File: src/core/hpm_pkg.sv
package hpm_pkg;

  // ----------------------------------------------------------------
  // Geometry and register bus
  // ----------------------------------------------------------------
  localparam int NUM_PORTS = 4;
  localparam int ADDR_W    = 8;
  localparam int DATA_W    = 32;

  localparam logic [ADDR_W-1:0] REG_CTRL     = 8'h00;
  localparam logic [ADDR_W-1:0] REG_CMD      = 8'h04;
  localparam logic [ADDR_W-1:0] REG_PSTAT    = 8'h08;
  localparam logic [ADDR_W-1:0] REG_CHG      = 8'h0c;
  localparam logic [ADDR_W-1:0] REG_IRQ_STAT = 8'h10;
  localparam logic [ADDR_W-1:0] REG_IRQ_MASK = 8'h14;
  localparam logic [ADDR_W-1:0] REG_MODE     = 8'h18;

  // ----------------------------------------------------------------
  // Field positions
  // ----------------------------------------------------------------
  localparam int CMD_SET_LSB   = 0;
  localparam int CMD_CLR_LSB   = 4;
  localparam int CMD_EN_LSB    = 8;
  localparam int CMD_DIS_LSB   = 12;
  localparam int PST_PWR_LSB   = 0;
  localparam int PST_OC_LSB    = 4;
  localparam int PST_EN_LSB    = 8;
  localparam int PST_BLINK_LSB = 12;
  localparam int CSR_CFG_BIT   = 0;
  localparam int CSR_W         = 4;
  localparam logic [CSR_W-1:0] CSR_RESET = 4'h0;

  // ----------------------------------------------------------------
  // Timing
  // ----------------------------------------------------------------
  localparam int CLK_KHZ        = 25000;
  localparam int BLINK_HALF_MS  = 500;
  localparam int BLINK_HALF_CYC = BLINK_HALF_MS * CLK_KHZ;
  localparam int CNT_W          = 24;

  // ----------------------------------------------------------------
  // State of the power manager
  // ----------------------------------------------------------------
  typedef struct packed {
    logic [CSR_W-1:0]     cfgStat;
    logic                 selfPowered;
    logic [NUM_PORTS-1:0] power;
    logic [NUM_PORTS-1:0] enabled;
    logic [NUM_PORTS-1:0] ocPrev;
    logic [NUM_PORTS-1:0] ocChange;
    logic [NUM_PORTS-1:0] blink;
    logic [NUM_PORTS-1:0] irqStat;
    logic [NUM_PORTS-1:0] irqMask;
    logic [CNT_W-1:0]     blinkCnt;
    logic                 blinkPhase;
    logic [NUM_PORTS-1:0] ledN;
    logic [DATA_W-1:0]    rdata;
    logic                 irq;
  } hpm_state_t;

  localparam hpm_state_t ST_RESET = '{cfgStat: CSR_RESET, ledN: '1, default: '0};

endpackage : hpm_pkg

File: src/core/hpm_port_power.sv
// Decided for this implementation: the strobed register port and the address map.
`timescale 1ns/1ps
module hpm_port_power
  import hpm_pkg::*;
#(
  parameter int HALF_PERIOD_CYC = BLINK_HALF_CYC
) (
  // Clock and reset
  input  wire logic                 clk,
  input  wire logic                 rst_b,
  // Register port
  input  wire logic [ADDR_W-1:0]    addr,
  input  wire logic [DATA_W-1:0]    wdata,
  input  wire logic                 wrStb,
  input  wire logic                 rdStb,
  output logic      [DATA_W-1:0]    rdata,
  // Interrupt
  output logic                      irq,
  // Port pins
  input  wire logic [NUM_PORTS-1:0] portOvercurrentSense_n,
  output logic      [NUM_PORTS-1:0] portPowerEnable,
  output logic      [NUM_PORTS-1:0] portStatusIndicator_n
);

  // ----------------------------------------------------------------
  // Declarations
  // ----------------------------------------------------------------
  hpm_state_t           st_ff;
  hpm_state_t           nxt_st;
  logic [NUM_PORTS-1:0] senseSync_n;
  logic [NUM_PORTS-1:0] ocLive;
  logic [NUM_PORTS-1:0] ocRise;
  logic                 wrCmd;
  logic                 wrCtrl;
  logic                 deconfig;
  logic [NUM_PORTS-1:0] setMask;
  logic [NUM_PORTS-1:0] clrMask;
  logic [NUM_PORTS-1:0] enMask;
  logic [NUM_PORTS-1:0] disMask;
  logic [NUM_PORTS-1:0] blinkKill;
  logic                 cntLast;
  logic [CNT_W-1:0]     cntLastVal;

  // ----------------------------------------------------------------
  // Overcurrent sensing
  // ----------------------------------------------------------------
  hpm_sync #(
    .WIDTH     (NUM_PORTS),
    .RESET_VAL ({NUM_PORTS{1'b1}})
  ) u_sense_sync (
    .clk   (clk),
    .rst_b (rst_b),
    .din   (portOvercurrentSense_n),
    .dout  (senseSync_n)
  );

  // Each port is judged only by its own sense line.
  assign ocLive = ~senseSync_n;
  assign ocRise = ocLive & ~st_ff.ocPrev;

  // ----------------------------------------------------------------
  // Request decode
  // ----------------------------------------------------------------
  assign wrCmd      = wrStb && (addr == REG_CMD);
  assign wrCtrl     = wrStb && (addr == REG_CTRL);
  assign deconfig   = wrCtrl && !wdata[CSR_CFG_BIT];
  assign setMask    = wrCmd ? wdata[CMD_SET_LSB +: NUM_PORTS] : '0;
  assign clrMask    = wrCmd ? wdata[CMD_CLR_LSB +: NUM_PORTS] : '0;
  assign enMask     = wrCmd ? wdata[CMD_EN_LSB +: NUM_PORTS] : '0;
  assign disMask    = wrCmd ? wdata[CMD_DIS_LSB +: NUM_PORTS] : '0;
  assign blinkKill  = clrMask | {NUM_PORTS{deconfig}};
  assign cntLastVal = CNT_W'(HALF_PERIOD_CYC - 1);
  assign cntLast    = (st_ff.blinkCnt == cntLastVal);

  // ----------------------------------------------------------------
  // Next state
  // ----------------------------------------------------------------
  always_comb begin
    nxt_st        = st_ff;
    nxt_st.ocPrev = ocLive;

    // Controller status and mode writes; the mode bit steers nothing in the switching path.
    if (wrCtrl) begin
      nxt_st.cfgStat = wdata[CSR_W-1:0];
    end
    if (wrStb && (addr == REG_MODE)) begin
      nxt_st.selfPowered = wdata[0];
    end

    // Power is granted only on request and only once configured.
    nxt_st.power = st_ff.power | (setMask & {NUM_PORTS{st_ff.cfgStat[CSR_CFG_BIT]}});
    nxt_st.power = nxt_st.power & ~clrMask;
    nxt_st.blink = st_ff.blink & ~clrMask;

    // Dropping the configuration re-enumerates the hub: all ports go dark, except ports with live overcurrent, which blink.
    if (deconfig) begin
      nxt_st.power = '0;
      nxt_st.blink = '0;
    end

    // Overcurrent wins over any power request in the same cycle.
    nxt_st.power = nxt_st.power & ~ocLive;
    nxt_st.blink = nxt_st.blink | ocLive;

    // A port is enabled only while powered.
    nxt_st.enabled = (st_ff.enabled | enMask) & ~disMask & nxt_st.power;

    // Change and interrupt bits: set wins over a write-one clear.
    if (wrStb && (addr == REG_CHG)) begin
      nxt_st.ocChange = st_ff.ocChange & ~wdata[NUM_PORTS-1:0];
    end
    nxt_st.ocChange = nxt_st.ocChange | ocRise;
    if (wrStb && (addr == REG_IRQ_STAT)) begin
      nxt_st.irqStat = st_ff.irqStat & ~wdata[NUM_PORTS-1:0];
    end
    nxt_st.irqStat = nxt_st.irqStat | ocRise;
    if (wrStb && (addr == REG_IRQ_MASK)) begin
      nxt_st.irqMask = wdata[NUM_PORTS-1:0];
    end
    nxt_st.irq = |(nxt_st.irqStat & nxt_st.irqMask);

    // Free-running half-period counter.
    if (cntLast) begin
      nxt_st.blinkCnt   = '0;
      nxt_st.blinkPhase = ~st_ff.blinkPhase;
    end else begin
      nxt_st.blinkCnt = st_ff.blinkCnt + CNT_W'(1);
    end

    // Indicator: blink phase while the blink bit latched by overcurrent is set, else active low while enabled.
    nxt_st.ledN = (nxt_st.blink & {NUM_PORTS{nxt_st.blinkPhase}})
                | (~nxt_st.blink & ~nxt_st.enabled);

    // Read data stand for exactly one cycle after the read strobe.
    nxt_st.rdata = '0;
    if (rdStb) begin
      case (addr)
        REG_CTRL: begin
          nxt_st.rdata[CSR_W-1:0] = st_ff.cfgStat;
        end
        REG_PSTAT: begin
          nxt_st.rdata[PST_PWR_LSB +: NUM_PORTS]   = st_ff.power;
          nxt_st.rdata[PST_OC_LSB +: NUM_PORTS]    = ocLive;
          nxt_st.rdata[PST_EN_LSB +: NUM_PORTS]    = st_ff.enabled;
          nxt_st.rdata[PST_BLINK_LSB +: NUM_PORTS] = st_ff.blink;
        end
        REG_CHG: begin
          nxt_st.rdata[NUM_PORTS-1:0] = st_ff.ocChange;
        end
        REG_IRQ_STAT: begin
          nxt_st.rdata[NUM_PORTS-1:0] = st_ff.irqStat;
        end
        REG_IRQ_MASK: begin
          nxt_st.rdata[NUM_PORTS-1:0] = st_ff.irqMask;
        end
        REG_MODE: begin
          nxt_st.rdata[0] = st_ff.selfPowered;
        end
        default: begin
          nxt_st.rdata = '0;
        end
      endcase
    end
  end

  // ----------------------------------------------------------------
  // State register
  // ----------------------------------------------------------------
  always_ff @(posedge clk or negedge rst_b) begin
    if (!rst_b) begin
      st_ff <= ST_RESET;
    end else begin
      st_ff <= nxt_st;
    end
  end

  // ----------------------------------------------------------------
  // Outputs
  // ----------------------------------------------------------------
  assign rdata                 = st_ff.rdata;
  assign irq                   = st_ff.irq;
  assign portPowerEnable       = st_ff.power;
  assign portStatusIndicator_n = st_ff.ledN;

  logic [NUM_PORTS-1:0] setGrant;
  logic [NUM_PORTS-1:0] setWin;
  assign setGrant = setMask & {NUM_PORTS{st_ff.cfgStat[CSR_CFG_BIT]}};
  // A granted set that no overcurrent or clear in the same cycle overrides.
  assign setWin   = setGrant & ~ocLive & ~clrMask;
endmodule : hpm_port_power

File: src/core/hpm_sync.sv
`timescale 1ns/1ps
module hpm_sync #(
  parameter int               WIDTH     = 4,
  parameter logic [WIDTH-1:0] RESET_VAL = '1
) (
  // Clock and reset
  input  wire logic             clk,
  input  wire logic             rst_b,
  // Data
  input  wire logic [WIDTH-1:0] din,
  output logic      [WIDTH-1:0] dout
);

  // Stage 0 is read only by stage 1.
  logic [1:0][WIDTH-1:0] syncStage_ff;

  always_ff @(posedge clk or negedge rst_b) begin
    if (!rst_b) begin
      syncStage_ff <= {RESET_VAL, RESET_VAL};
    end else begin
      syncStage_ff <= {syncStage_ff[0], din};
    end
  end

  assign dout = syncStage_ff[1];

endmodule : hpm_sync

File: config.mk
export PLATFORM = sky130hd
export DESIGN_NAME = hpm_port_power
export DESIGN_NICKNAME = d
export VERILOG_FILES = /design/src/core/hpm_pkg.sv /design/src/core/hpm_port_power.sv /design/src/core/hpm_sync.sv
export SDC_FILE = /design/constraint.sdc
export NUM_CORES = 1
export LEC_CHECK = 0
export BUFFER_PORTS_ARGS = -buffer_cell sky130_fd_sc_hd__buf_2
export CAP_MARGIN = 40
export CORE_MARGIN = 2
export CORE_UTILIZATION = 54
export DETAILED_ROUTE_END_ITERATION = 8
export PLACE_DENSITY_LB_ADDON = 0.15
export SYNTH_ARGS = -nofsm -noshare
export SYNTH_HDL_FRONTEND = slang
export SYNTH_HIERARCHICAL = 1
export SYNTH_SLANG_ARGS = --single-unit
File: constraint.sdc
create_clock -name clk -period 2.11 [get_ports clk]
set_input_delay 0.422 -clock clk [delete_from_list [all_inputs] [get_ports clk]]
set_output_delay 0.422 -clock clk [all_outputs]
set_load 0.005 [all_outputs]
==> results of run 1 <==
[layer usage]
| layer | vias up | part of all wire |
|---|---|---|
| met5 | - | 0 |
| li1 | 1309 | - |
| met3 | 12 | 0.064 |
| met4 | 0 | 0.015 |
| met2 | 99 | 0.43 |
| met1 | 1306 | 0.49 |
[kinds of logic after synthesis]
logic type                 after synthesis  share of synthesized area
adders and majority gates                1                   0.003152
DFF                                     87                     0.5523
AOI/OAI and AO/OA                       49                    0.09269
and+or+nand+nor                        122                     0.1671
other                                    1                  0.0009449
muxes                                   12                    0.03342
buffers and inverters                   66                     0.1062
xor gates and xnor gates                20                    0.04414
[state kept, by name (all words and copies together), names as in the netlist]
| name | count |
|---|---|
| u_sense_sync/syncStage_ff | 4 |
| portStatusIndicator_n | 4 |
| portPowerEnable | 4 |
| irq | 1 |
| u_sense_sync/dout | 4 |
| rdata | 16 |
| st_ff | 54 |
[placed cells by master, fill, tap and decap left out, types with 4 or more instances in the layout]
cell type | netlist | final
o22a_1 | 4 | 4
buf_2 | 1 | 55
mux2_2 | 10 | 10
buf_4 | 44 | 24
a21oi_1 | 5 | 5
a22oi_1 | 12 | 12
conb_1 | 1 | 16
clkbuf_8 | 0 | 9
and3_1 | 11 | 11
nand3_1 | 11 | 11
xor2_1 | 13 | 13
o2111ai_1 | 4 | 4
nand2_1 | 26 | 26
a211oi_2 | 4 | 4
o211ai_1 | 4 | 4
inv_1 | 16 | 16
a21o_1 | 4 | 4
o21ai_0 | 7 | 7
nor4_1 | 6 | 6
dfrtp_1 | 75 | 75
nor2_1 | 30 | 30
xnor2_1 | 7 | 7
dfstp_2 | 12 | 12
nand4_1 | 10 | 10
[report_power, final]
part | internal (mW) | switching [mW]
logic | 0.0633 | 0.102
registers | 1.70 | 0.0184
clock network | 0.456 | 0.652
total | 2.22 | 0.772
[worst max-delay path by stage]
stage / from / cells past startpoint / endpoint
after floorplan: addr[3] / 6 / portStatusIndicator_n[0]$_DFF_PN1_
after global placement: addr[5] / 7 / portStatusIndicator_n[1]$_DFF_PN1_
after detailed placement: addr[5] / 7 / portStatusIndicator_n[1]$_DFF_PN1_
after CTS: st_ff[38]$_DFF_PN0_ / 6 / portStatusIndicator_n[2]$_DFF_PN1_
after global routing: st_ff[38]$_DFF_PN0_ / 6 / st_ff[50]$_DFF_PN0_
final: st_ff[38]$_DFF_PN0_ / 6 / portStatusIndicator_n[2]$_DFF_PN1_
[through the flow]
step	power, mW	utilization	setup TNS (ns)	cell area [sq um]	hold slack (ns)
2_1_floorplan	1.824	-	0	4025	0.1264
3_3_place_gp	1.911	0.5941	-0.3398	4263	0.3461
3_5_place_dp	1.915	0.5941	-0.3941	4263	0.3475
4_1_cts	3.026	0.6204	0	4452	0.05383
5_1_grt	3.132	0.6204	0	4452	0.06747
6_report	2.989	0.6204	0	4452	0.05615
[layout make-up]
type                            count  share of cell area
Tap cell                           99             0.02782
Multi-Input combinational cell    220              0.3170
Inverter                           16             0.01349
Sequential cell                    87              0.4924
Clock buffer                        9             0.02782
Clock inverter                      7             0.01461
Timing Repair Buffer               80              0.1068
[critical path, cell delays in order (launching register included)]
cell and delay (ns):
dfrtp_1 0.40, ha_1 0.22, nand4_1 0.18, nor2b_1 0.24
and4_1 0.26, xnor2_1 0.27, a22oi_1 0.19
==> impl_metrics.ini, run 1 <==
[clocking]
cts_root_buffer = clkbuf_8
clk_latency_ns = 0.35
clk_pin_slew_ns = 0.09
post_cts_buffers = 0
cts_hold_buf = 0
cts.htree.levels = 3
cts_tree = built
cts-resized-gates = 0
clock_path_buffers = 2
clock_sinks = 87
cts_made_buffers = 9

[final_layout]
area_growth_pct = 12.17
fin_cells = 518
seq_area_sq_um = 2192
drive_gt1_frac = 0.3055
fin_nets = 463
multi_input_area_sq_um = 1411
nFillCells = 584
diodes = 0

[drt]
wl_per_cell_microns = 15.30
routed_wl_mm = 7.923
drc_errors = 0
dr.pass1.iters = 4
via_count = 2726
drt.antenna.violating_nets = 0
via_per_inst = 5.263
drtIter0Drc = 149

[synthesis]
synth_most_common_cell = dfrtp_1
ys.flop_type = dfrtp_1
seq_area_frac_synth = 0.5523
synth_area_sq_um = 3969
yosysWarnings = 6
synth_cell_types = 46
async_flop_share = 1.000
synth-seq-cells = 87
synth_top_cells_by_count = dfrtp_1 (75), buf_4 (44), nor2_1 (30), nand2_1 (26), inv_1 (16)
syn_inst = 358
synth_edf_count = 0
synth_top_area_frac = 0.4729
synth_area_leaders = dfrtp_1 (47%), buf_4 (8.3%), dfstp_2 (7.9%)
syn-mean-instance-area_sq_um = 11.09
synth_area_leader_cell = dfrtp_1

[critical_path]
required_ns = 2.38
crit_arrival_ns = 2.12
r2r_slack_ns = 0.26
rr_worst_depth = 6
crit_path_max_fanout = 5
reg2reg_to = portStatusIndicator_n[2]$_DFF_PN1_
start_kind = register
path_class = reg2reg
worst_setup_path_end_kind = register
r2r-start = st_ff[38]$_DFF_PN0_

[global_route]
grt_util_met3 = 0.04778
grt_util_all_layers = 0.2079
grt_max_degree = 45
use_met1 = 0.3017
grt_first_pass_wirelength_mm = 13.19
antenna_found_initial = 0
grt.overflow.total = 0
grt_use_met2 = 0.3093
grt_pass1_vias = 2681
grt_busiest_layer = met2

[floorplan]
core_area_sq_um = 7176
placementRows = 31
start_util = 0.5531
die_w_microns = 89.73
num_io_pins = 89
die-area_sq_um = 8051
die_h_microns = 89.73

[placement]
hpwl_mm = 5.857
dp_slack_ns = -0.08301
dp.cells = 502
place_congestion = 0.9217
port_buffers = 56

[timing]
drv_slew = 0
relSlewSlack = 0.6263
fmax_mhz = 539.9
finalCriticalPeriod_ns = 1.852
fin_skew_ns = 0.007556
setup_viol = 0
layout_setup_ws_ns = 0.2578
rsz0062_at_grt = false
worstMarginPinSlew_ns = 0.5605
hold_viol_final = 0
min_period_over_period = 0.8778

[power]
p_per_area_nw_per_um2 = 671.4
power_leakage_nw = 2.229
vdd_drop_max_mv = 0.4578

[hold_path]
hp-class = in2async

[flow_run]
max_cap_viol_count = 0

[status]
outcome = finished, final reports clean
No activity file was read; power rests on OpenSTA's default activity.
==> run 2, diff against run 1 <==
--- a/config.mk
+++ b/config.mk
@@ -8,7 +8,8 @@
 export BUFFER_PORTS_ARGS = -buffer_cell sky130_fd_sc_hd__buf_2
 export CAP_MARGIN = 40
 export CORE_MARGIN = 2
-export CORE_UTILIZATION = 54
+export CORE_UTILIZATION = 55
+export CTS_BUF_LIST = sky130_fd_sc_hd__clkbuf_4 sky130_fd_sc_hd__clkbuf_8
 export DETAILED_ROUTE_END_ITERATION = 8
 export PLACE_DENSITY_LB_ADDON = 0.15
 export SYNTH_ARGS = -nofsm -noshare
==> impl_metrics.ini, run 2 (synthesis results as in run 1) <==
[status]
outcome = finished, final reports clean

[timing]
finalCriticalPeriod_ns = 1.865
fin_skew_ns = 0.009917
relSlewSlack = 0.6418
drv_slew = 0
fmax_mhz = 536.2
hold_viol_final = 0
setup_viol = 0
tns_ns = 0
hold_slack_ns = 0.03061
worstMarginPinSlew_ns = 0.5332
min_period_over_period = 0.8838
rsz0062_at_grt = false

[critical_path]
reg2reg_to = portStatusIndicator_n[3]$_DFF_PN1_
required_ns = 2.37
crit_arrival_ns = 2.13
worst_setup_path_end_kind = register
path_class = reg2reg
start_kind = register
rr_worst_depth = 6
r2r-start = st_ff[38]$_DFF_PN0_
crit_path_max_fanout = 5
r2r_slack_ns = 0.25

[final_layout]
diodes = 0
layout_common_cells = dfrtp_1 (75), buf_2 (55), nor2_1 (30)
fin_nets = 466
post-route-cell-area_sq_um = 4456
drive_gt1_frac = 0.3104
final_common_cell = dfrtp_1
largest_reg_flops = 54
area_growth_pct = 12.26
regMostFlops = st_ff

[power]
vdd_drop_max_mv = 0.5193
p_per_area_nw_per_um2 = 667.5
power_leakage_nw = 2.234

[floorplan]
placementRows = 30
num_io_pins = 89
die-area_sq_um = 7911
die_w_microns = 88.95
die_h_microns = 88.95
start_util = 0.5746
core_area_sq_um = 6907

[placement]
place_area_sq_um = 4269
port_buffers = 56
hpwl_mm = 5.878
place_congestion = 0.8618

[clocking]
cts_tree = built
cts_root_buffer = clkbuf_8
cts-resized-gates = 0
clk_latency_ns = 0.36
cts_made_buffers = 9
post_cts_buffers = 0
clock_sinks = 87
cts.htree.levels = 3
cts_hold_buf = 0
clk_pin_slew_ns = 0.09
clock_path_buffers = 2

[global_route]
grt_pass1_vias = 2677
antenna_found_initial = 0
grt_max_degree = 41
grt_first_pass_wirelength_mm = 13.03
grt_util_all_layers = 0.2207
grt.overflow.total = 0

[drt]
wl_per_cell_microns = 15.31
via_count = 2757
drc_errors = 0
via_per_inst = 5.322
dr.pass1.iters = 4
routed-wl-met3_microns = 520
drtIter0Drc = 159
wl_met2_mm = 3.562
detail_route.wirelength.met1_mm = 3.727
routed_wl_mm = 7.928
drt.antenna.violating_nets = 0
dr.max_layer_used = met4

[flow_run]
max_cap_viol_count = 0

[hold_path]
hp-class = in2async
[run 2: area by class of cell]
class | instances | area, sq um
Clock buffer | 9 | 123.9
Clock inverter | 7 | 62.56
Fill cell | 594 | 2451
Inverter | 16 | 60.06
Multi-Input combinational cell | 220 | 1411
Sequential cell | 87 | 2192
Tap cell | 96 | 120.1
Timing Repair Buffer | 83 | 485.5
[run 2: through the flow]
stage | utilization | setup WS [ns] | cells | total power, mW
after CTS | 0.6451 | 0.2354 | 518 | 3.010
after floorplan | - | 0.1991 | 373 | 1.824
final | 0.6451 | 0.2452 | 518 | 2.974
after global placement | 0.6181 | -0.08660 | 502 | 1.910
after detailed placement | 0.6181 | -0.08571 | 502 | 1.915
after global routing | 0.6451 | 0.1027 | 518 | 3.100
[run 2: worst max-delay path, cell delays in order, from the launching register on]
cell	delay, ns
dfrtp_1	0.39
ha_1	0.22
nand4_1	0.19
nor2b_1	0.23
and4_1	0.30
xnor2_1	0.26
a22oi_1	0.19
[run 2: routing by layer]
layer | GRT usage | vias up
met5 | 0 | -
met1 | 0.3192 | 1341
met2 | 0.3331 | 102
met4 | 0.07734 | 0
li1 | - | 1307
met3 | 0.04894 | 7
[run 2: worst max path at each step]
| stage | startpoint | to | slack, ns | depth (start not counted) |
|---|---|---|---|---|
| floorplan | addr[3] | portStatusIndicator_n[0]$_DFF_PN1_ | 0.20 | 6 |
| global placement | addr[5] | portStatusIndicator_n[3]$_DFF_PN1_ | -0.09 | 7 |
| detailed placement | addr[5] | portStatusIndicator_n[2]$_DFF_PN1_ | -0.09 | 7 |
| CTS | st_ff[38]$_DFF_PN0_ | st_ff[56]$_DFF_PN0_ | 0.24 | 7 |
| global route | st_ff[38]$_DFF_PN0_ | portStatusIndicator_n[3]$_DFF_PN1_ | 0.10 | 6 |
| finish | st_ff[38]$_DFF_PN0_ | portStatusIndicator_n[3]$_DFF_PN1_ | 0.25 | 6 |
[run 2: report_power, final]
group | total [mW] | switching, mW | internal (mW) | leakage, nW
clock | 1.09 | 0.641 | 0.452 | 0.0863
combinational | 0.165 | 0.101 | 0.0636 | 1.06
sequential | 1.72 | 0.0193 | 1.70 | 1.08
==> run 3, diff against run 2 <==
--- a/config.mk
+++ b/config.mk
@@ -5,6 +5,7 @@
 export SDC_FILE = /design/constraint.sdc
 export NUM_CORES = 1
 export LEC_CHECK = 0
+export ABC_AREA = 1
 export BUFFER_PORTS_ARGS = -buffer_cell sky130_fd_sc_hd__buf_2
 export CAP_MARGIN = 40
 export CORE_MARGIN = 2
==> impl_metrics.ini, run 3 <==
[drt]
drt.antenna.violating_nets = 0
via_per_inst = 4.853
via_count = 3300
routed_wl_mm = 8.611
dr.pass1.iters = 5
drc_errors = 0
drtIter0Drc = 190
wl_per_cell_microns = 12.66

[global_route]
antenna_found_initial = 0
grt_first_pass_wirelength_mm = 14.17
grt_pass1_vias = 3102
grt.overflow.total = 0
grt_util_all_layers = 0.2107
grt_max_degree = 39

[power]
vdd_drop_max_mv = 0.4254
power_leakage_nw = 2.578
power_mw = 3.040
p_per_area_nw_per_um2 = 641.0

[final_layout]
area_growth_pct = 8.070
regMostFlops = st_ff
diodes = 0
layout_common_cells = nand2_1 (125), inv_1 (80), dfrtp_1 (75)
drive_gt1_frac = 0.2145
largest_reg_flops = 54
fin_nets = 622
final_common_cell = nand2_1

[synthesis]
synth_top_area_frac = 0.4277
synth_area_sq_um = 4388
seq_area_frac_synth = 0.4996
syn-mean-instance-area_sq_um = 8.202
ys.flop_type = dfrtp_1
yosysWarnings = 6
synth-seq-cells = 87
synth_cell_types = 34
synth_area_leader_cell = dfrtp_1
synth_top_cells_by_count = nand2_1 (125), inv_1 (80), dfrtp_1 (75), nor2_1 (61), buf_4 (44)
synth_edf_count = 0
synth_most_common_cell = nand2_1
syn_inst = 535
async_flop_share = 1.000
synth_area_leaders = dfrtp_1 (43%), nand2_1 (11%), buf_4 (7.5%)

[critical_path]
required_ns = 2.34
crit_arrival_ns = 2.02
crit_path_max_fanout = 6
cp_slowest_cell = dfrtp_1
path_buf_inv = 1
crit_path_cell_trace = ha_1 -> nand2_1 -> nor2_4 -> nand3_1 -> nor2_2 -> nand2_1 -> buf_4 -> o21ai_0 -> a21oi_1
start_kind = register
cpLargestDelayFamily = simple AND/OR/NAND/NOR gates
critPathMaxStageDelay_ns = 0.37
crit_top_cell = nand2_1
worst_setup_path_end_kind = register
path_class = reg2reg

[timing]
setup_viol = 0
relSlewSlack = 0.6467
hold_viol_final = 0
min_period_over_period = 0.8480
worstMarginPinSlew_ns = 0.5284
fmax_mhz = 558.9
finalCriticalPeriod_ns = 1.789
rsz0062_at_grt = false
tns_ns = 0
fin_skew_ns = 0.01098
drv_slew = 0

[floorplan]
core_area_sq_um = 7727
num_io_pins = 89
die_h_microns = 93.32
start_util = 0.5678
die-area_sq_um = 8709
placementRows = 32
die_w_microns = 93.32

[clocking]
clock_sinks = 87
clock_path_buffers = 2
post_cts_buffers = 0
cts.htree.levels = 3
cts-resized-gates = 0
cts_made_buffers = 9
cts_root_buffer = clkbuf_8
clk_latency_ns = 0.35
clk_pin_slew_ns = 0.09
cts_tree = built
cts_hold_buf = 0

[placement]
place_congestion = 0.8883
port_buffers = 56
hpwl_mm = 6.642

[status]
outcome = finished, final reports clean

[flow_run]
max_cap_viol_count = 0

[hold_path]
hp-class = in2async
## run 3: cell types whose count changed in the layout (fill, tap and decap cells not counted), sizes merged, moves of 24 or more
cell and change:
buf -24, inv +65, nand2 +104, nand3 +30, nor2 +47
## run 3: area by class of cell
cell class | count | area [sq um]
multi-input combinational | 333 | 1589
inverter | 83 | 311.5
sequential | 87 | 2192
clock inverter | 7 | 80.08
tap | 102 | 127.6
timing repair buffer | 59 | 317.8
fill | 731 | 2985
clock buffer | 9 | 123.9
## run 3: logic make-up (layout without fill, tap and decap cells)
logic type,count (synthesis),count (layout),share of synthesized area
adders and majority gates,1,1,0.002851
AOI/OAI and AO/OA,41,41,0.05589
buffers and inverters,130,158,0.1511
xor gates and xnor gates,7,7,0.01397
and+or+nand+nor,268,268,0.2757
DFF,87,87,0.4996
other,1,16,0.0008546
## run 3: power by group
group / switching [mW] / leakage [nW] / internal [mW] / total, mW
sequential: 0.0172 / 1.08 / 1.70 / 1.72
clock: 0.617 / 0.0964 / 0.559 / 1.18
combinational: 0.0998 / 1.40 / 0.0490 / 0.149
## run 3: stage by stage
step	instances	hold WS, ns	worst slack [ns]	util	instance area, sq um
after detailed placement	664	0.3487	0.2945	0.5873	4538
after CTS	680	0.04649	0.3337	0.6137	4742
after global placement	664	0.3459	0.3363	0.5873	4538
after global routing	680	0.05546	0.1650	0.6137	4742
after floorplan	550	0.1264	0.6195	-	4444
final	680	0.03601	0.3206	0.6137	4742
## run 3: per-layer routing
metal  part of all wire  up-vias  GRT usage
li1                   -     1660          -
met4              0.014        0    0.06740
met2               0.49      100     0.3519
met3              0.059        8    0.05157
met1               0.44     1532     0.2703
met5                  0        -          0
## run 3: path summary, 6_finish.rpt
check | from | end | slack, ns | cells past startpoint
setup reg to reg | st_ff[38]$_DFF_PN0_ | st_ff[55]$_DFF_PN0_ | 0.32 | 9
hold reg to reg | u_sense_sync/syncStage_ff[1]$_DFF_PN1_ | u_sense_sync/dout[1]$_DFF_PN1_ | 0.36 | 0
min in group clk | portOvercurrentSense_n[1] | u_sense_sync/syncStage_ff[1]$_DFF_PN1_ | 0.17 | 1
max in group asynchronous | rst_b | u_sense_sync/syncStage_ff[2]$_DFF_PN1_ | 1.41 | 2
setup / recovery | st_ff[38]$_DFF_PN0_ | st_ff[55]$_DFF_PN0_ | 0.32 | 9
hold / removal | rst_b | st_ff[39]$_DFF_PN0_ | 0.04 | 1
